File: src/pkg/jxle_pkg.sv
// Constants and types for the extra serial lane enable control block
`default_nettype none
package jxle_pkg;
  localparam int          DATA_W       = 32;
  localparam int          ADDR_W       = 12;
  localparam int          LANES        = 8;
  // Register indices; byte address is four times the index
  localparam logic [9:0]  IDX_LINK_A   = 10'h20a;
  localparam logic [9:0]  IDX_LINK_B   = 10'h20b;
  localparam logic [9:0]  IDX_CTRL     = 10'h2f0;
  localparam logic [9:0]  IDX_STAT     = 10'h2f1;
  localparam logic [11:0] ADDR_LINK_A  = {IDX_LINK_A, 2'h0};
  localparam logic [11:0] ADDR_LINK_B  = {IDX_LINK_B, 2'h0};
  localparam logic [11:0] ADDR_CTRL    = {IDX_CTRL, 2'h0};
  localparam logic [11:0] ADDR_STAT    = {IDX_STAT, 2'h0};
  // Extra lane register fields
  localparam int          SER_ON_BIT   = 0;
  localparam int          LANE_LSB     = 1;
  localparam int          LANE_MSB     = 7;
  localparam logic [7:0]  EXTRA_RST    = 8'h00;
  // Control register fields
  localparam int          LINK_EN_BIT  = 0;
  localparam int          PD_A_BIT     = 1;
  localparam int          PD_B_BIT     = 2;
  localparam int          TEST_LSB     = 4;
  localparam int          TEST_MSB     = 7;
  localparam logic [7:0]  CTRL_RST     = 8'h00;
  // Test pattern codes
  localparam logic [3:0]  TEST_NONE    = 4'h0;
  localparam logic [3:0]  TEST_RAMP    = 4'h4;
  localparam logic [3:0]  TEST_ALT     = 4'h5;
  // AXI responses
  localparam logic [1:0]  RESP_OKAY    = 2'h0;
  localparam logic [1:0]  RESP_SLVERR  = 2'h2;

  typedef struct packed {
    logic [6:0] lanes;
    logic       ser_on;
  } jxle_extra_t;

  typedef struct packed {
    logic [7:0]      clk_en;
    logic [7:0]      ser_en;
    logic [7:0][3:0] pattern;
  } jxle_lanes_t;

  typedef enum logic [0:0] {
    JXLE_WR_ACCEPT = 1'b0,
    JXLE_WR_RESP   = 1'b1
  } jxle_wr_state_t;

  typedef enum logic [0:0] {
    JXLE_RD_IDLE = 1'b0,
    JXLE_RD_DATA = 1'b1
  } jxle_rd_state_t;
endpackage
`default_nettype wire

File: src/hw/jxle_top.sv
// Extra serial lane enable registers and lane control for links A and B
`timescale 1ns/1ps
`default_nettype none
module jxle_top (
  input  wire  logic                       aclk,
  input  wire  logic                       aresetn,
  input  wire  logic [11:0]                s_axi_awaddr,
  input  wire  logic [2:0]                 s_axi_awprot,
  input  wire  logic                       s_axi_awvalid,
  output var   logic                       s_axi_awready,
  input  wire  logic [31:0]                s_axi_wdata,
  input  wire  logic [3:0]                 s_axi_wstrb,
  input  wire  logic                       s_axi_wvalid,
  output var   logic                       s_axi_wready,
  output var   logic [1:0]                 s_axi_bresp,
  output var   logic                       s_axi_bvalid,
  input  wire  logic                       s_axi_bready,
  input  wire  logic [11:0]                s_axi_araddr,
  input  wire  logic [2:0]                 s_axi_arprot,
  input  wire  logic                       s_axi_arvalid,
  output var   logic                       s_axi_arready,
  output var   logic [31:0]                s_axi_rdata,
  output var   logic [1:0]                 s_axi_rresp,
  output var   logic                       s_axi_rvalid,
  input  wire  logic                       s_axi_rready,
  input  wire  logic [7:0]                 format_lanes_a,
  input  wire  logic [7:0]                 format_lanes_b,
  output var   jxle_pkg::jxle_lanes_t      lanes_a,
  output var   jxle_pkg::jxle_lanes_t      lanes_b,
  output var   logic                       serial_subsystem_on
);

  // Per-link lane enables, serializer gating and pattern choice
  function automatic jxle_pkg::jxle_lanes_t link_lanes(
    input jxle_pkg::jxle_extra_t x,
    input logic [7:0]            fmt,
    input logic                  on,
    input logic [3:0]            tsel
  );
    jxle_pkg::jxle_lanes_t r;
    logic [7:0]            extra;
    logic [7:0]            want;
    logic                  chain;
    logic                  ser_want;
    r     = '0;
    extra = {x.lanes, 1'b0};
    want  = fmt | extra;
    chain = 1'b1;
    for (int n = 0; n < jxle_pkg::LANES; n++) begin
      r.clk_en[n] = on & want[n];
      ser_want    = on & (fmt[n] | (extra[n] & x.ser_on));
      r.ser_en[n] = ser_want & chain;
      chain       = chain & want[n];
      if (extra[n] && !fmt[n] &&
          (tsel == jxle_pkg::TEST_NONE || tsel == jxle_pkg::TEST_ALT)) begin
        r.pattern[n] = jxle_pkg::TEST_RAMP;
      end else begin
        r.pattern[n] = tsel;
      end
    end
    return r;
  endfunction

  // One-hot register select shared by the write and read paths
  function automatic logic [3:0] addr_hit(
    input logic [11:0] addr
  );
    logic [3:0] hit;
    hit[0] = addr == jxle_pkg::ADDR_LINK_A;
    hit[1] = addr == jxle_pkg::ADDR_LINK_B;
    hit[2] = addr == jxle_pkg::ADDR_CTRL;
    hit[3] = addr == jxle_pkg::ADDR_STAT;
    return hit;
  endfunction

  // Software visible registers
  logic [7:0]                 extra_a;
  logic [7:0]                 extra_b;
  logic [7:0]                 ctrl;
  // Copies in use by the lanes
  jxle_pkg::jxle_extra_t      live_a;
  jxle_pkg::jxle_extra_t      live_b;
  logic                       link_en_q;

  // Write channel state
  jxle_pkg::jxle_wr_state_t   wr_state;
  logic                       aw_have;
  logic                       w_have;
  logic [11:0]                wr_addr;
  logic [31:0]                wr_data;
  logic [3:0]                 wr_strb;
  // Read channel state
  jxle_pkg::jxle_rd_state_t   rd_state;

  // Control decode
  wire logic                  link_en;
  wire logic                  pd_a;
  wire logic                  pd_b;
  wire logic [3:0]            test_sel;
  wire logic                  link_rise;
  wire logic                  link_run;
  wire logic                  sub_on;
  wire logic                  link_a_on;
  wire logic                  link_b_on;

  assign link_en   = ctrl[jxle_pkg::LINK_EN_BIT];
  assign pd_a      = ctrl[jxle_pkg::PD_A_BIT];
  assign pd_b      = ctrl[jxle_pkg::PD_B_BIT];
  assign test_sel  = ctrl[jxle_pkg::TEST_MSB:jxle_pkg::TEST_LSB];
  assign link_rise = link_en & ~link_en_q;
  // Lanes wait one cycle after enable, else stale settings flash for a cycle
  assign link_run  = link_en & link_en_q;
  assign sub_on    = ~(pd_a & pd_b);
  assign link_a_on = link_run & sub_on & ~pd_a;
  assign link_b_on = link_run & sub_on & ~pd_b;

  // Lane outputs
  wire jxle_pkg::jxle_lanes_t next_lanes_a;
  wire jxle_pkg::jxle_lanes_t next_lanes_b;

  assign next_lanes_a = link_lanes(live_a, format_lanes_a, link_a_on, test_sel);
  assign next_lanes_b = link_lanes(live_b, format_lanes_b, link_b_on, test_sel);

  // Write decode
  wire logic                  aw_fire;
  wire logic                  w_fire;
  wire logic                  wr_commit;
  wire logic                  wr_lane0;
  wire logic                  wr_hit_a;
  wire logic                  wr_hit_b;
  wire logic                  wr_hit_ctrl;
  wire logic [3:0]            wr_sel;
  wire logic                  wr_ok;
  wire logic [11:0]           next_wr_addr;
  wire logic [31:0]           next_wr_data;
  wire logic [3:0]            next_wr_strb;

  assign aw_fire      = s_axi_awvalid & s_axi_awready;
  assign w_fire       = s_axi_wvalid & s_axi_wready;
  assign next_wr_addr = aw_fire ? s_axi_awaddr : wr_addr;
  assign next_wr_data = w_fire ? s_axi_wdata : wr_data;
  assign next_wr_strb = w_fire ? s_axi_wstrb : wr_strb;
  // Address and data may arrive in either order, or together
  assign wr_commit    = (wr_state == jxle_pkg::JXLE_WR_ACCEPT) &&
                        (aw_have | aw_fire) && (w_have | w_fire);
  assign wr_lane0     = next_wr_strb[0];
  assign wr_sel       = addr_hit(next_wr_addr);
  assign wr_hit_a     = wr_sel[0];
  assign wr_hit_b     = wr_sel[1];
  assign wr_hit_ctrl  = wr_sel[2];
  assign wr_ok        = wr_hit_a | wr_hit_b | wr_hit_ctrl;

  // Read decode
  wire logic                  ar_fire;
  wire logic                  rd_hit;
  wire logic [3:0]            rd_sel;
  wire logic [31:0]           rd_word;
  wire logic [31:0]           stat_word;

  assign ar_fire   = s_axi_arvalid & s_axi_arready;
  assign stat_word = {lanes_b.ser_en, lanes_b.clk_en, lanes_a.ser_en, lanes_a.clk_en};
  assign rd_sel    = addr_hit(s_axi_araddr);
  assign rd_hit    = |rd_sel;
  assign rd_word   = rd_sel[0] ? {24'h000000, extra_a} :
                     rd_sel[1] ? {24'h000000, extra_b} :
                     rd_sel[2] ? {24'h000000, ctrl} :
                     rd_sel[3] ? stat_word : 32'h00000000;

  // Register file; link register writes while the link runs are stored but not applied
  // Only byte lane 0 holds bits; a write without it is answered and dropped
  always_ff @(posedge aclk) begin
    if (!aresetn) begin
      extra_a <= jxle_pkg::EXTRA_RST;
      extra_b <= jxle_pkg::EXTRA_RST;
      ctrl    <= jxle_pkg::CTRL_RST;
    end else if (wr_commit && wr_lane0) begin
      if (wr_hit_a) begin
        extra_a <= next_wr_data[7:0];
      end
      if (wr_hit_b) begin
        extra_b <= next_wr_data[7:0];
      end
      if (wr_hit_ctrl) begin
        ctrl <= next_wr_data[7:0];
      end
    end
  end

  // Lanes only see new extra lane settings at link start, never mid-link
  always_ff @(posedge aclk) begin
    if (!aresetn) begin
      live_a    <= '0;
      live_b    <= '0;
      link_en_q <= 1'b0;
    end else begin
      link_en_q <= link_en;
      if (link_rise) begin
        live_a <= jxle_pkg::jxle_extra_t'(extra_a);
        live_b <= jxle_pkg::jxle_extra_t'(extra_b);
      end
    end
  end

  always_ff @(posedge aclk) begin
    if (!aresetn) begin
      lanes_a             <= '0;
      lanes_b             <= '0;
      serial_subsystem_on <= 1'b1;
    end else begin
      lanes_a             <= next_lanes_a;
      lanes_b             <= next_lanes_b;
      serial_subsystem_on <= sub_on;
    end
  end

  // Write channel
  always_ff @(posedge aclk) begin
    if (!aresetn) begin
      wr_state      <= jxle_pkg::JXLE_WR_ACCEPT;
      aw_have       <= 1'b0;
      w_have        <= 1'b0;
      wr_addr       <= 12'h000;
      wr_data       <= 32'h00000000;
      wr_strb       <= 4'h0;
      s_axi_awready <= 1'b1;
      s_axi_wready  <= 1'b1;
      s_axi_bvalid  <= 1'b0;
      s_axi_bresp   <= jxle_pkg::RESP_OKAY;
    end else begin
      wr_addr <= next_wr_addr;
      wr_data <= next_wr_data;
      wr_strb <= next_wr_strb;
      unique case (wr_state)
        jxle_pkg::JXLE_WR_ACCEPT: begin
          if (wr_commit) begin
            wr_state      <= jxle_pkg::JXLE_WR_RESP;
            aw_have       <= 1'b0;
            w_have        <= 1'b0;
            s_axi_awready <= 1'b0;
            s_axi_wready  <= 1'b0;
            s_axi_bvalid  <= 1'b1;
            s_axi_bresp   <= wr_ok ? jxle_pkg::RESP_OKAY : jxle_pkg::RESP_SLVERR;
          end else begin
            if (aw_fire) begin
              aw_have       <= 1'b1;
              s_axi_awready <= 1'b0;
            end
            if (w_fire) begin
              w_have       <= 1'b1;
              s_axi_wready <= 1'b0;
            end
          end
        end
        jxle_pkg::JXLE_WR_RESP: begin
          if (s_axi_bready) begin
            wr_state      <= jxle_pkg::JXLE_WR_ACCEPT;
            s_axi_bvalid  <= 1'b0;
            s_axi_awready <= 1'b1;
            s_axi_wready  <= 1'b1;
          end
        end
      endcase
    end
  end

  // Read channel; data is captured when the address is taken
  always_ff @(posedge aclk) begin
    if (!aresetn) begin
      rd_state      <= jxle_pkg::JXLE_RD_IDLE;
      s_axi_arready <= 1'b1;
      s_axi_rvalid  <= 1'b0;
      s_axi_rdata   <= 32'h00000000;
      s_axi_rresp   <= jxle_pkg::RESP_OKAY;
    end else begin
      unique case (rd_state)
        jxle_pkg::JXLE_RD_IDLE: begin
          if (ar_fire) begin
            rd_state      <= jxle_pkg::JXLE_RD_DATA;
            s_axi_arready <= 1'b0;
            s_axi_rvalid  <= 1'b1;
            s_axi_rdata   <= rd_word;
            s_axi_rresp   <= rd_hit ? jxle_pkg::RESP_OKAY : jxle_pkg::RESP_SLVERR;
          end
        end
        jxle_pkg::JXLE_RD_DATA: begin
          if (s_axi_rready) begin
            rd_state      <= jxle_pkg::JXLE_RD_IDLE;
            s_axi_rvalid  <= 1'b0;
            s_axi_arready <= 1'b1;
          end
        end
      endcase
    end
  end

endmodule // jxle_top
`default_nettype wire

File: config.mk
export PLATFORM = sky130hd
export DESIGN_NAME = jxle_top
export DESIGN_NICKNAME = d
export VERILOG_FILES = /design/src/pkg/jxle_pkg.sv /design/src/hw/jxle_top.sv
export SDC_FILE = /design/constraint.sdc
export NUM_CORES = 1
export LEC_CHECK = 0
export BUFFER_PORTS_ARGS = -buffer_cell sky130_fd_sc_hd__buf_2
export CORE_MARGIN = 8
export CORE_UTILIZATION = 54
export DETAILED_ROUTE_END_ITERATION = 16
export MAX_ROUTING_LAYER = met4
export PLACE_DENSITY = 0.85
export SLEW_MARGIN = 10
export SYNTH_ARGS = -nofsm -noshare
export SYNTH_HDL_FRONTEND = slang
export SYNTH_SLANG_ARGS = --single-unit
File: constraint.sdc
create_clock -name aclk -period 4 [get_ports aclk]
set_input_delay 0.2 -clock aclk [delete_from_list [all_inputs] [get_ports aclk]]
set_output_delay 0.2 -clock aclk [all_outputs]
set_load 0.05 [all_outputs]
Word level (Yosys, flattened, before mapping)
Index checks and enable logic that the tools add are counted.

storage, ports and cells
  output and inout bits = 138
  word-level logic and storage cells = 303
  flip-flop bits (word level) = 200
  input port bits = 89

operators by class
  mux-type cells = 49
  equal/unequal tests = 14
  reductions and logical operators = 75
  bitwise logic cells = 108

operator list
  kind                                                 count
  two-way mux 32 bit                                   4
  equality test 12 bit, second input constant          7
  AND 1 bit                                            81
  two-way mux 3 bit                                    14
  logical AND 1 bit                                    31
  OR reduction 2 bit                                   14
  AND reduction 2 bit                                  11
  two-way mux 1 bit                                    20
  OR 1 bit                                             18
  OR 8 bit                                             2
  zero test 1 bit                                      14
  case mux 1 bit (2 select lines)                      7
  two-way mux 12 bit                                   1
  two-way mux 8 bit                                    1
  != test 2 bit, second input constant                 4
  inverter 1 bit                                       7
  != test 3 bit, second input constant                 2
  equality test 4 x 3 -> 1 bit, second input constant  1
  zero test 4 bit                                      1
  two-way mux 2 bit                                    2
  nonzero test 2 bit                                   2
  OR reduction 4 bit                                   1
  logical OR 1 bit                                     1

Longest topological paths before layout
Gate-level depths: netlist (run 1).

  depth in word-level cells = 8
  mapped depth = 6
  gate-level depth less buffers = 5

Worst setup path before layout (run 1)
No wires, ideal clock.

  kind = reg-to-reg
  start = register s_axi_awready
  end = register ctrl[0]
  clock period less this slack = 2055 ps
  data required time = 3877 ps
  data arrival time = 1932 ps
  path buffers = 1
  setup slack = 1945 ps
  setup time = 123 ps
  cell stages (with the launch flop) = 7
  cell sequence = dfxtp_1 -> and2_1 -> nand3_1 -> a221oi_2 -> nand2b_1 -> buf_2 -> mux2_1

between the ends
  word-level cells in the longest chain between the ends = 6
  elaborated cells on any way between the ends = 8
  those cells by class = eq/ne (1); mux (1); bitwise (2); reduce/logical (4)

RTL lines
  item                                                        RTL line         source
  from (decl)                                                 jxle_top.sv:10   output var logic s_axi_awready,
  from (signal assigned)                                      jxle_top.sv:225  s_axi_awready <= 1'b1;
  from (signal assigned)                                      jxle_top.sv:239  s_axi_awready <= 1'b0;
  from (signal assigned)                                      jxle_top.sv:246  s_axi_awready <= 1'b0;
  AND 1 bit (*)                                               jxle_top.sv:138  assign aw_fire = s_axi_awvalid & s_axi_awready;
  branches (longest 4 deep; another with two-way mux 12 bit)  --
  AND reduction 2 bit (no line) (*)                           --
  to (signal assigned)                                        jxle_top.sv:175  ctrl <= jxle_pkg::CTRL_RST;
  to (signal assigned)                                        jxle_top.sv:184  ctrl <= next_wr_data[7:0];
  to (decl)                                                   jxle_top.sv:79   logic [7:0] ctrl;

Every way passes the cells marked *.
A chain may end at the register's enable or synchronous reset.

Worst setup path in the final report (run 1)
  start = register s_axi_awready
  end = register extra_b[0]

between the ends
  word-level cells in the longest chain between the ends = 6
  elaborated cells on any way between the ends = 8
  those cells by class = eq/ne (1); mux (1); bitwise (2); reduce/logical (4)

RTL lines
  item                                                        RTL line         source
  AND 1 bit (*)                                               jxle_top.sv:138
  branches (longest 4 deep; another with two-way mux 12 bit)  --
  AND reduction 2 bit (no line) (*)                           --
  to (signal assigned)                                        jxle_top.sv:174  extra_b <= jxle_pkg::EXTRA_RST;
  to (signal assigned)                                        jxle_top.sv:181  extra_b <= next_wr_data[7:0];
  to (decl)                                                   jxle_top.sv:78   logic [7:0] extra_b;

Marks and branches as above.

==> out/metrics.yaml, run 1 <==
worst_setup_path:
  path_class: "register to register"
  rrSetupSlack_ns: 1.62
  reg2reg_depth: 5
  crit_arrival_ns: 2.72
  start_kind: "register"
  slowest_stage: "nand3b_1"
  cp-end-kind: "register"
  critPathLaunch: "s_axi_awready"
  required_ns: 4.34
  reg2reg_from: "s_axi_awready"
  r2r-end: "extra_b[0]"
  crit_fanout: 13
  crit_path_end: "extra_b[0]"
  path_cells: "and2_1 > nand3_1 > a221oi_2 > nand3b_1 > mux2i_1"
  slowest_delay_ns: 0.52
clock_network:
  clock_path_buffers: 2
  insertion_delay_ns: 0.42
  cts_tree: "done"
  cts-root-buf: "clkbuf_16"
  postCtsResizedCells: 0
  cts_setup_buffers: 0
  cts_max_level: 4
  clk_pin_slew_ns: 0.07
  hold_buffers: 2
  clock-sinks: 195
  cts_buffers: 17
yosys:
  yosysTopAreaCellShare_pct: 57.2
  syn_avg_cell_area_um2: 9.58
  synth_top_area_cell: "dfxtp_1"
  yosysMostFrequentCell: "dfxtp_1"
  synth_seq_cells: 195
  ys_warn_count: 0
  ys.flop_type: "dfxtp_1"
  synth_area_leaders: "dfxtp_1 57%, nand2_1 5.4%, nor2_1 4.0%, mux2i_1 3.4%, a21oi_1 3.2%"
  synth-seq-area-share_pct: 57.2
  synth.cell_area_um2: 6830
  synthArstFlopShare_pct: 0
  synth_common_cells: "195 x dfxtp_1, 99 x nand2_1, 73 x nor2_1"
  netlist_instances: 713
  synth.distinct_cells: 55
  synth_edf_count: 0
final_layout:
  final_util_pct: 67.5
  drive_gt1_share_pct: 27.4
  area_delta_synth_final_pct: 23.1
  final_nets: 970
  antenna_cells: 0
  finalInstanceArea_um2: 8410
die:
  coreArea_um2: 12500
  die_h_um: 128
  pin_count: 227
  fp-row-count: 41
  die_area_um2: 16500
  start_util_pct: 54.8
  die_w_um: 128
sta:
  fin_ws_ns: 1.62
  post-route-min-period_ns: 2.38
  fin_worst_skew_ns: 0.00953
  slew_violations: 0
  fmax_mhz: 420
  maxSlewHeadroom_pct: 28.6
  fin_setup_tns_ns: 0
  setup_viol: 0
  post-route-period-util_pct: 59.6
  hold_viol: 0
  worst_slew_pin_slew_ns: 1.07
  rsz0062_at_grt: "no"
place:
  pre_cts_slack_ns: 1.61
  io_buffers: 191
  placed_area_um2: 7820
  hpwlAfterDp_um: 13200
  gp_congestion: 0.906
job:
  maxCapViolCount: 0
route:
  drt_first_pass_iters: 6
  via_per_inst: 5.35
  route.detailed.drc: 0
  routed_wirelength_um: 18500
  ant_nets: 0
  num_vias: 5706
  first_iter_violations: 608
  wl_per_cell_um: 17.4
global_route:
  grt_pass1_vias: 5488
  grt.total_usage_pct: 22.4
  grt.overflow.total: 0
  grt_max_degree: 61
  grt_pass1_wl_um: 28200
  antenna_found_initial: 0
power_and_ir_drop:
  power_leakage_uw: 0.00414
  ir_drop_v: 0.000312
  p_seq_share_pct: 51.8
  p_int_uw: 2950
  combinationalPowerShare_pct: 5.7
  power_uw: 3830
  power_density_nw_per_um2: 455
  swShare_pct: 23.0
  switching_power_uw: 882
  pwr-share-clk_pct: 42.5
hold_path:
  holdPathStages: 2
  hold_path_class: "primary input to register"
run_status:
  status: "completed"
registers in the layout (all words and copies together), names as in the netlist, 8 cells and up:
name and count:
ctrl 8, extra_a 8, extra_b 8, lanes_a 43, lanes_b 47, live_a 8, live_b 8, s_axi_rdata 31
wr_addr 12, wr_data 8
stage by stage:
stage               hold WS [ns]  std cells
CTS                      0.00109       1066
floorplan                  0.310        714
finish                    0.0127       1066
global route             0.00141       1066
detailed placement         0.431       1032
global placement           0.431       1032
metal layers:
metal	wire, um	vias up	global-route usage [%]
li1	-	2766	-
met1	7590	2649	25.7
met2	9110	269	37.8
met3	1530	22	6.04
met4	275	0	6.15
met5	0	-	-
power by group through the flow:
stage | combinational, uW | sequential, uW | clock, uW
final | 218 | 1980 | 1630
after detailed placement | 213 | 2030 | 0
after global routing | 237 | 1990 | 1720
after global placement | 209 | 2030 | 0
after CTS | 216 | 1980 | 1630
after floorplan | 117 | 2050 | 0
kinds of logic (layout without fill, tap and decap cells):
logic type	count (synthesis)	in the layout	synth area share, %
AND/OR/NAND/NOR	253	253	17.9
flip-flops	195	195	57.2
AO/OA/AOI/OAI	146	146	14.2
buffers and inverters	82	262	5.20
multiplexers	35	35	5.35
other	1	2	0.0549
XOR/XNOR	1	1	0.128
layout make-up:
cell class / instances / area (um2)
Fill cell: 964 / 4060
Inverter: 32 / 120
Clock buffer: 22 / 474
Clock inverter: 10 / 100
Sequential cell: 195 / 3900
Tap cell: 172 / 215
Timing Repair Buffer: 198 / 1010
Multi-Input combinational cell: 437 / 2580
how the worst min path moves through the flow:
stage,startpoint,endpoint,slack [ns]
3_5_place_dp,s_axi_rready,s_axi_rvalid,0.43
5_1_grt,format_lanes_a[5],lanes_a[37],0.001
2_1_floorplan,format_lanes_a[5],lanes_a[37],0.31
3_3_place_gp,format_lanes_b[0],lanes_b[40],0.43
4_1_cts,format_lanes_a[5],lanes_a[37],0.001
6_report,format_lanes_a[5],lanes_a[37],0.01
cell usage in the layout, fill, tap and decap left out, types with 2 or more instances in the layout:
| cell type | netlist | routed |
|---|---|---|
| a21o_1 | 7 | 7 |
| a21oi_1 | 44 | 44 |
| a222oi_1 | 7 | 7 |
| a22oi_1 | 24 | 24 |
| a31oi_1 | 15 | 15 |
| a41o_1 | 14 | 14 |
| and2_1 | 32 | 32 |
| buf_2 | 5 | 191 |
| buf_4 | 9 | 5 |
| clkbuf_1 | 34 | 2 |
| clkbuf_16 | 0 | 17 |
| clkbuf_8 | 0 | 3 |
| clkinv_1 | 2 | 2 |
| clkinv_4 | 0 | 3 |
| clkinvlp_4 | 0 | 4 |
| conb_1 | 1 | 2 |
| dfxtp_1 | 195 | 195 |
| dlygate4sd3_1 | 0 | 2 |
| inv_1 | 30 | 30 |
| mux2_1 | 3 | 3 |
| mux2_2 | 9 | 9 |
| mux2i_1 | 23 | 23 |
| nand2_1 | 99 | 99 |
| nand2b_1 | 6 | 6 |
| nand3_1 | 7 | 7 |
| nand3b_1 | 2 | 2 |
| nand4_1 | 3 | 3 |
| nor2_1 | 73 | 73 |
| nor2b_1 | 4 | 4 |
| nor3_1 | 6 | 6 |
| nor4_1 | 5 | 5 |
| nor4_4 | 1 | 2 |
| o21a_1 | 3 | 3 |
| o21ai_0 | 7 | 7 |
| o21ai_1 | 16 | 16 |
| o22ai_1 | 2 | 2 |
worst max-delay path, delay by kind of cell, from the launching register on:
kind / cells / cell delay [ns]
multiplexers: 1 / 0.32
flip-flops: 1 / 0.44
AND/OR/NAND/NOR: 3 / 1.15
AO/OA/AOI/OAI: 1 / 0.39
No activity file was read; power rests on OpenSTA's default activity.
==> run 2: changes to the inputs <==
Settings changed: CORE_UTILIZATION 54 to 45, PLACE_DENSITY 0.85 to 0.75.
Clock period 4 ns to 2 ns, I/O delays scaled along.
==> run 2 against run 1 <==
Compared with the run above:
- final area up 4.7%
- first-iteration DRC count down 30%
- combinational power increased by 130%
- critical path depth stayed put
- via count rose by 0.98%
- sequential share of layout area is 2.1 points lower
- wire length up 1.8%
- critical endpoint is now extra_a[6]
- largest power group unchanged
==> out/metrics.yaml, run 2 (synthesized netlist as in run 1, its figures left out) <==
die:
  fp-row-count: 45  # +9.8%
  die_h_um: 139  # +8.4%
  pin_count: 227  # unchanged
  coreArea_um2: 15000  # +21%
  die_area_um2: 19400  # +17%
  die_w_um: 139  # +8.4%
  start_util_pct: 45.4  # -9.4 points
clock_network:
  cts_max_level: 4  # unchanged
  cts_buffers: 17  # unchanged
  insertion_delay_ns: 0.43  # about the same
  cts-root-buf: "clkbuf_16"
  cts_setup_buffers: 0  # unchanged
  clock-sinks: 195  # unchanged
  clk_pin_slew_ns: 0.07  # about the same
  cts_tree: "done"
  clock_path_buffers: 2  # unchanged
place:
  io_buffers: 191  # unchanged
  gp_congestion: 0.866  # -4.3%
  hpwlAfterDp_um: 13700  # +3.5%
final_layout:
  antenna_cells: 0  # unchanged
  multi_input_area_um2: 2580  # unchanged
  drive_gt1_share_pct: 28.3  # +0.85 points
  layout_common_cells: "194 x dfxtp_1, 191 x buf_2, 99 x nand2_1, 73 x nor2_1, 44 x a21oi_1"
  regMostFlops: "lanes_b"
  area_delta_synth_final_pct: 28.9
  reg_top3: "lanes_b (47), lanes_a (43), s_axi_rdata (31)"
  largest_register_ffs: 47  # unchanged
  final_util_pct: 58.6  # -8.9 points
  final_common_cell: "dfxtp_1"
  nFillCells: 1280  # +33%
  area.sequential_um2: 3910  # about the same
  final_nets: 1014  # +4.5%
route:
  ant_nets: 0  # unchanged
  drt_first_pass_iters: 5  # -1
  num_vias: 5762  # +0.98%
  routed_wirelength_um: 18800  # +1.8%
  first_iter_violations: 426  # -30%
  wl_per_cell_um: 16.7  # -3.6%
  route.detailed.drc: 0  # unchanged
  via_per_inst: 5.12  # -4.4%
sta:
  rsz0062_at_grt: "yes"
  post-route-min-period_ns: 1.85  # -0.536 ns
  hold_viol: 0  # unchanged
  whs_ns: 0.0167  # +0.00398 ns
  slew_violations: 0  # unchanged
  fin_worst_skew_ns: 0.0107  # +0.00120 ns
  fmax_mhz: 541  # +29%
  worst_slew_pin_slew_ns: 0.643  # -0.427 ns
  setup_viol: 0  # unchanged
  post-route-period-util_pct: 92.4  # +33 points
  maxSlewHeadroom_pct: 57.0  # +28 points
run_status:
  status: "completed"
power_and_ir_drop:
  p_int_uw: 5750  # +95%
  switching_power_uw: 1870  # +110%
  swShare_pct: 24.6  # +1.5 points
  pwr-share-clk_pct: 41.5  # -1.0 points
  ir_drop_v: 0.000569  # +82%
  p_seq_share_pct: 52.1  # +0.3 points
  power_leakage_uw: 0.00433  # +4.6%
  combinationalPowerShare_pct: 6.5  # +0.8 points
  power_density_nw_per_um2: 866  # +90%
worst_setup_path:
  required_ns: 2.34  # -2.00 ns
  crit_arrival_ns: 2.19  # -0.53 ns
  cp-end-kind: "register"
  start_kind: "register"
  crit_fanout: 8  # -5
  path_class: "register to register"
hold_path:
  hold_path_class: "primary input to register"
global_route:
  antenna_found_initial: 0  # unchanged
  grt.total_usage_pct: 19.8  # -2.6 points
  grt.overflow.total: 0  # unchanged
  grt_max_degree: 60  # -1.6%
  grt_pass1_vias: 5719  # +4.2%
  grt_pass1_wl_um: 29800  # +5.8%
job:
  maxCapViolCount: 0  # unchanged
[run 2: cell count changes in the layout (fill, tap and decap cells not counted), moves of 3 or more]
cell           delta
clkbuf_8          -3
dlygate4sd3_1    +27
buf_4            +17
inv_6             +4
[run 2: routing by layer]
metal / share of wire (%) / track usage [%] / up-vias / wire length [um]
li1: - / - / 2846 / -
met1: 43 / 23.0 / 2668 / 8150
met2: 48 / 32.6 / 211 / 9050
met3: 5.9 / 4.41 / 37 / 1120
met4: 2.8 / 8.43 / 0 / 520
met5: 0 / - / - / 0
[run 2: stage by stage]
step | instances | instance area [um2] | TNS [ns] | total power (uW) | worst slack (ns)
finish | 1126 | 8810 | 0 | 7620 | 0.153
global route | 1126 | 8810 | -0.00953 | 7880 | -0.00953
CTS | 1126 | 8810 | 0 | 7670 | 0.133
detailed placement | 1065 | 7970 | 0 | 4500 | 0.178
global placement | 1065 | 7970 | 0 | 4490 | 0.181
floorplan | 714 | 6840 | 0 | 4330 | 0.126
[run 2: worst max-delay path: stages (launching register included)]
cell and delay, ns:
dfxtp_1 0.32, nor4_2 0.31, nand4_1 0.16, a221oi_2 0.36, nand3_2 0.34, mux2i_1 0.27
[run 2: power by group through the flow]
stage | sequential [uW] | combinational [uW] | clock [uW]
floorplan | 4100 | 233 | 0
global placement | 4060 | 439 | 0
detailed placement | 4060 | 443 | 0
CTS | 3970 | 492 | 3210
global route | 3970 | 540 | 3360
finish | 3970 | 494 | 3160
[run 2: worst paths after layout]
path	from	end	slack, ns	cells past startpoint
max	wr_addr[10]	extra_a[6]	0.15	5
min	aresetn	link_en_q	0.02	2
max reg2reg	wr_addr[10]	extra_a[6]	0.15	5
min reg2reg	s_axi_rdata[7]	s_axi_rdata[7]	0.45	2
[run 2: final cells by class]
cell class,instances,share of cell area (%)
multi-input combinational,437,29.3
inverter,32,1.36
tap,188,2.67
timing repair buffer,242,16.0
clock inverter,14,1.38
clock buffer,18,4.87
sequential,195,44.3
[run 2: repair_timing]
action | CTS | global route
hold buffers | 29 | 0
setup endpoints to repair | 0 | 1
gates resized for setup | 0 | 0
endpoints found under the hold margin | 56 | 0
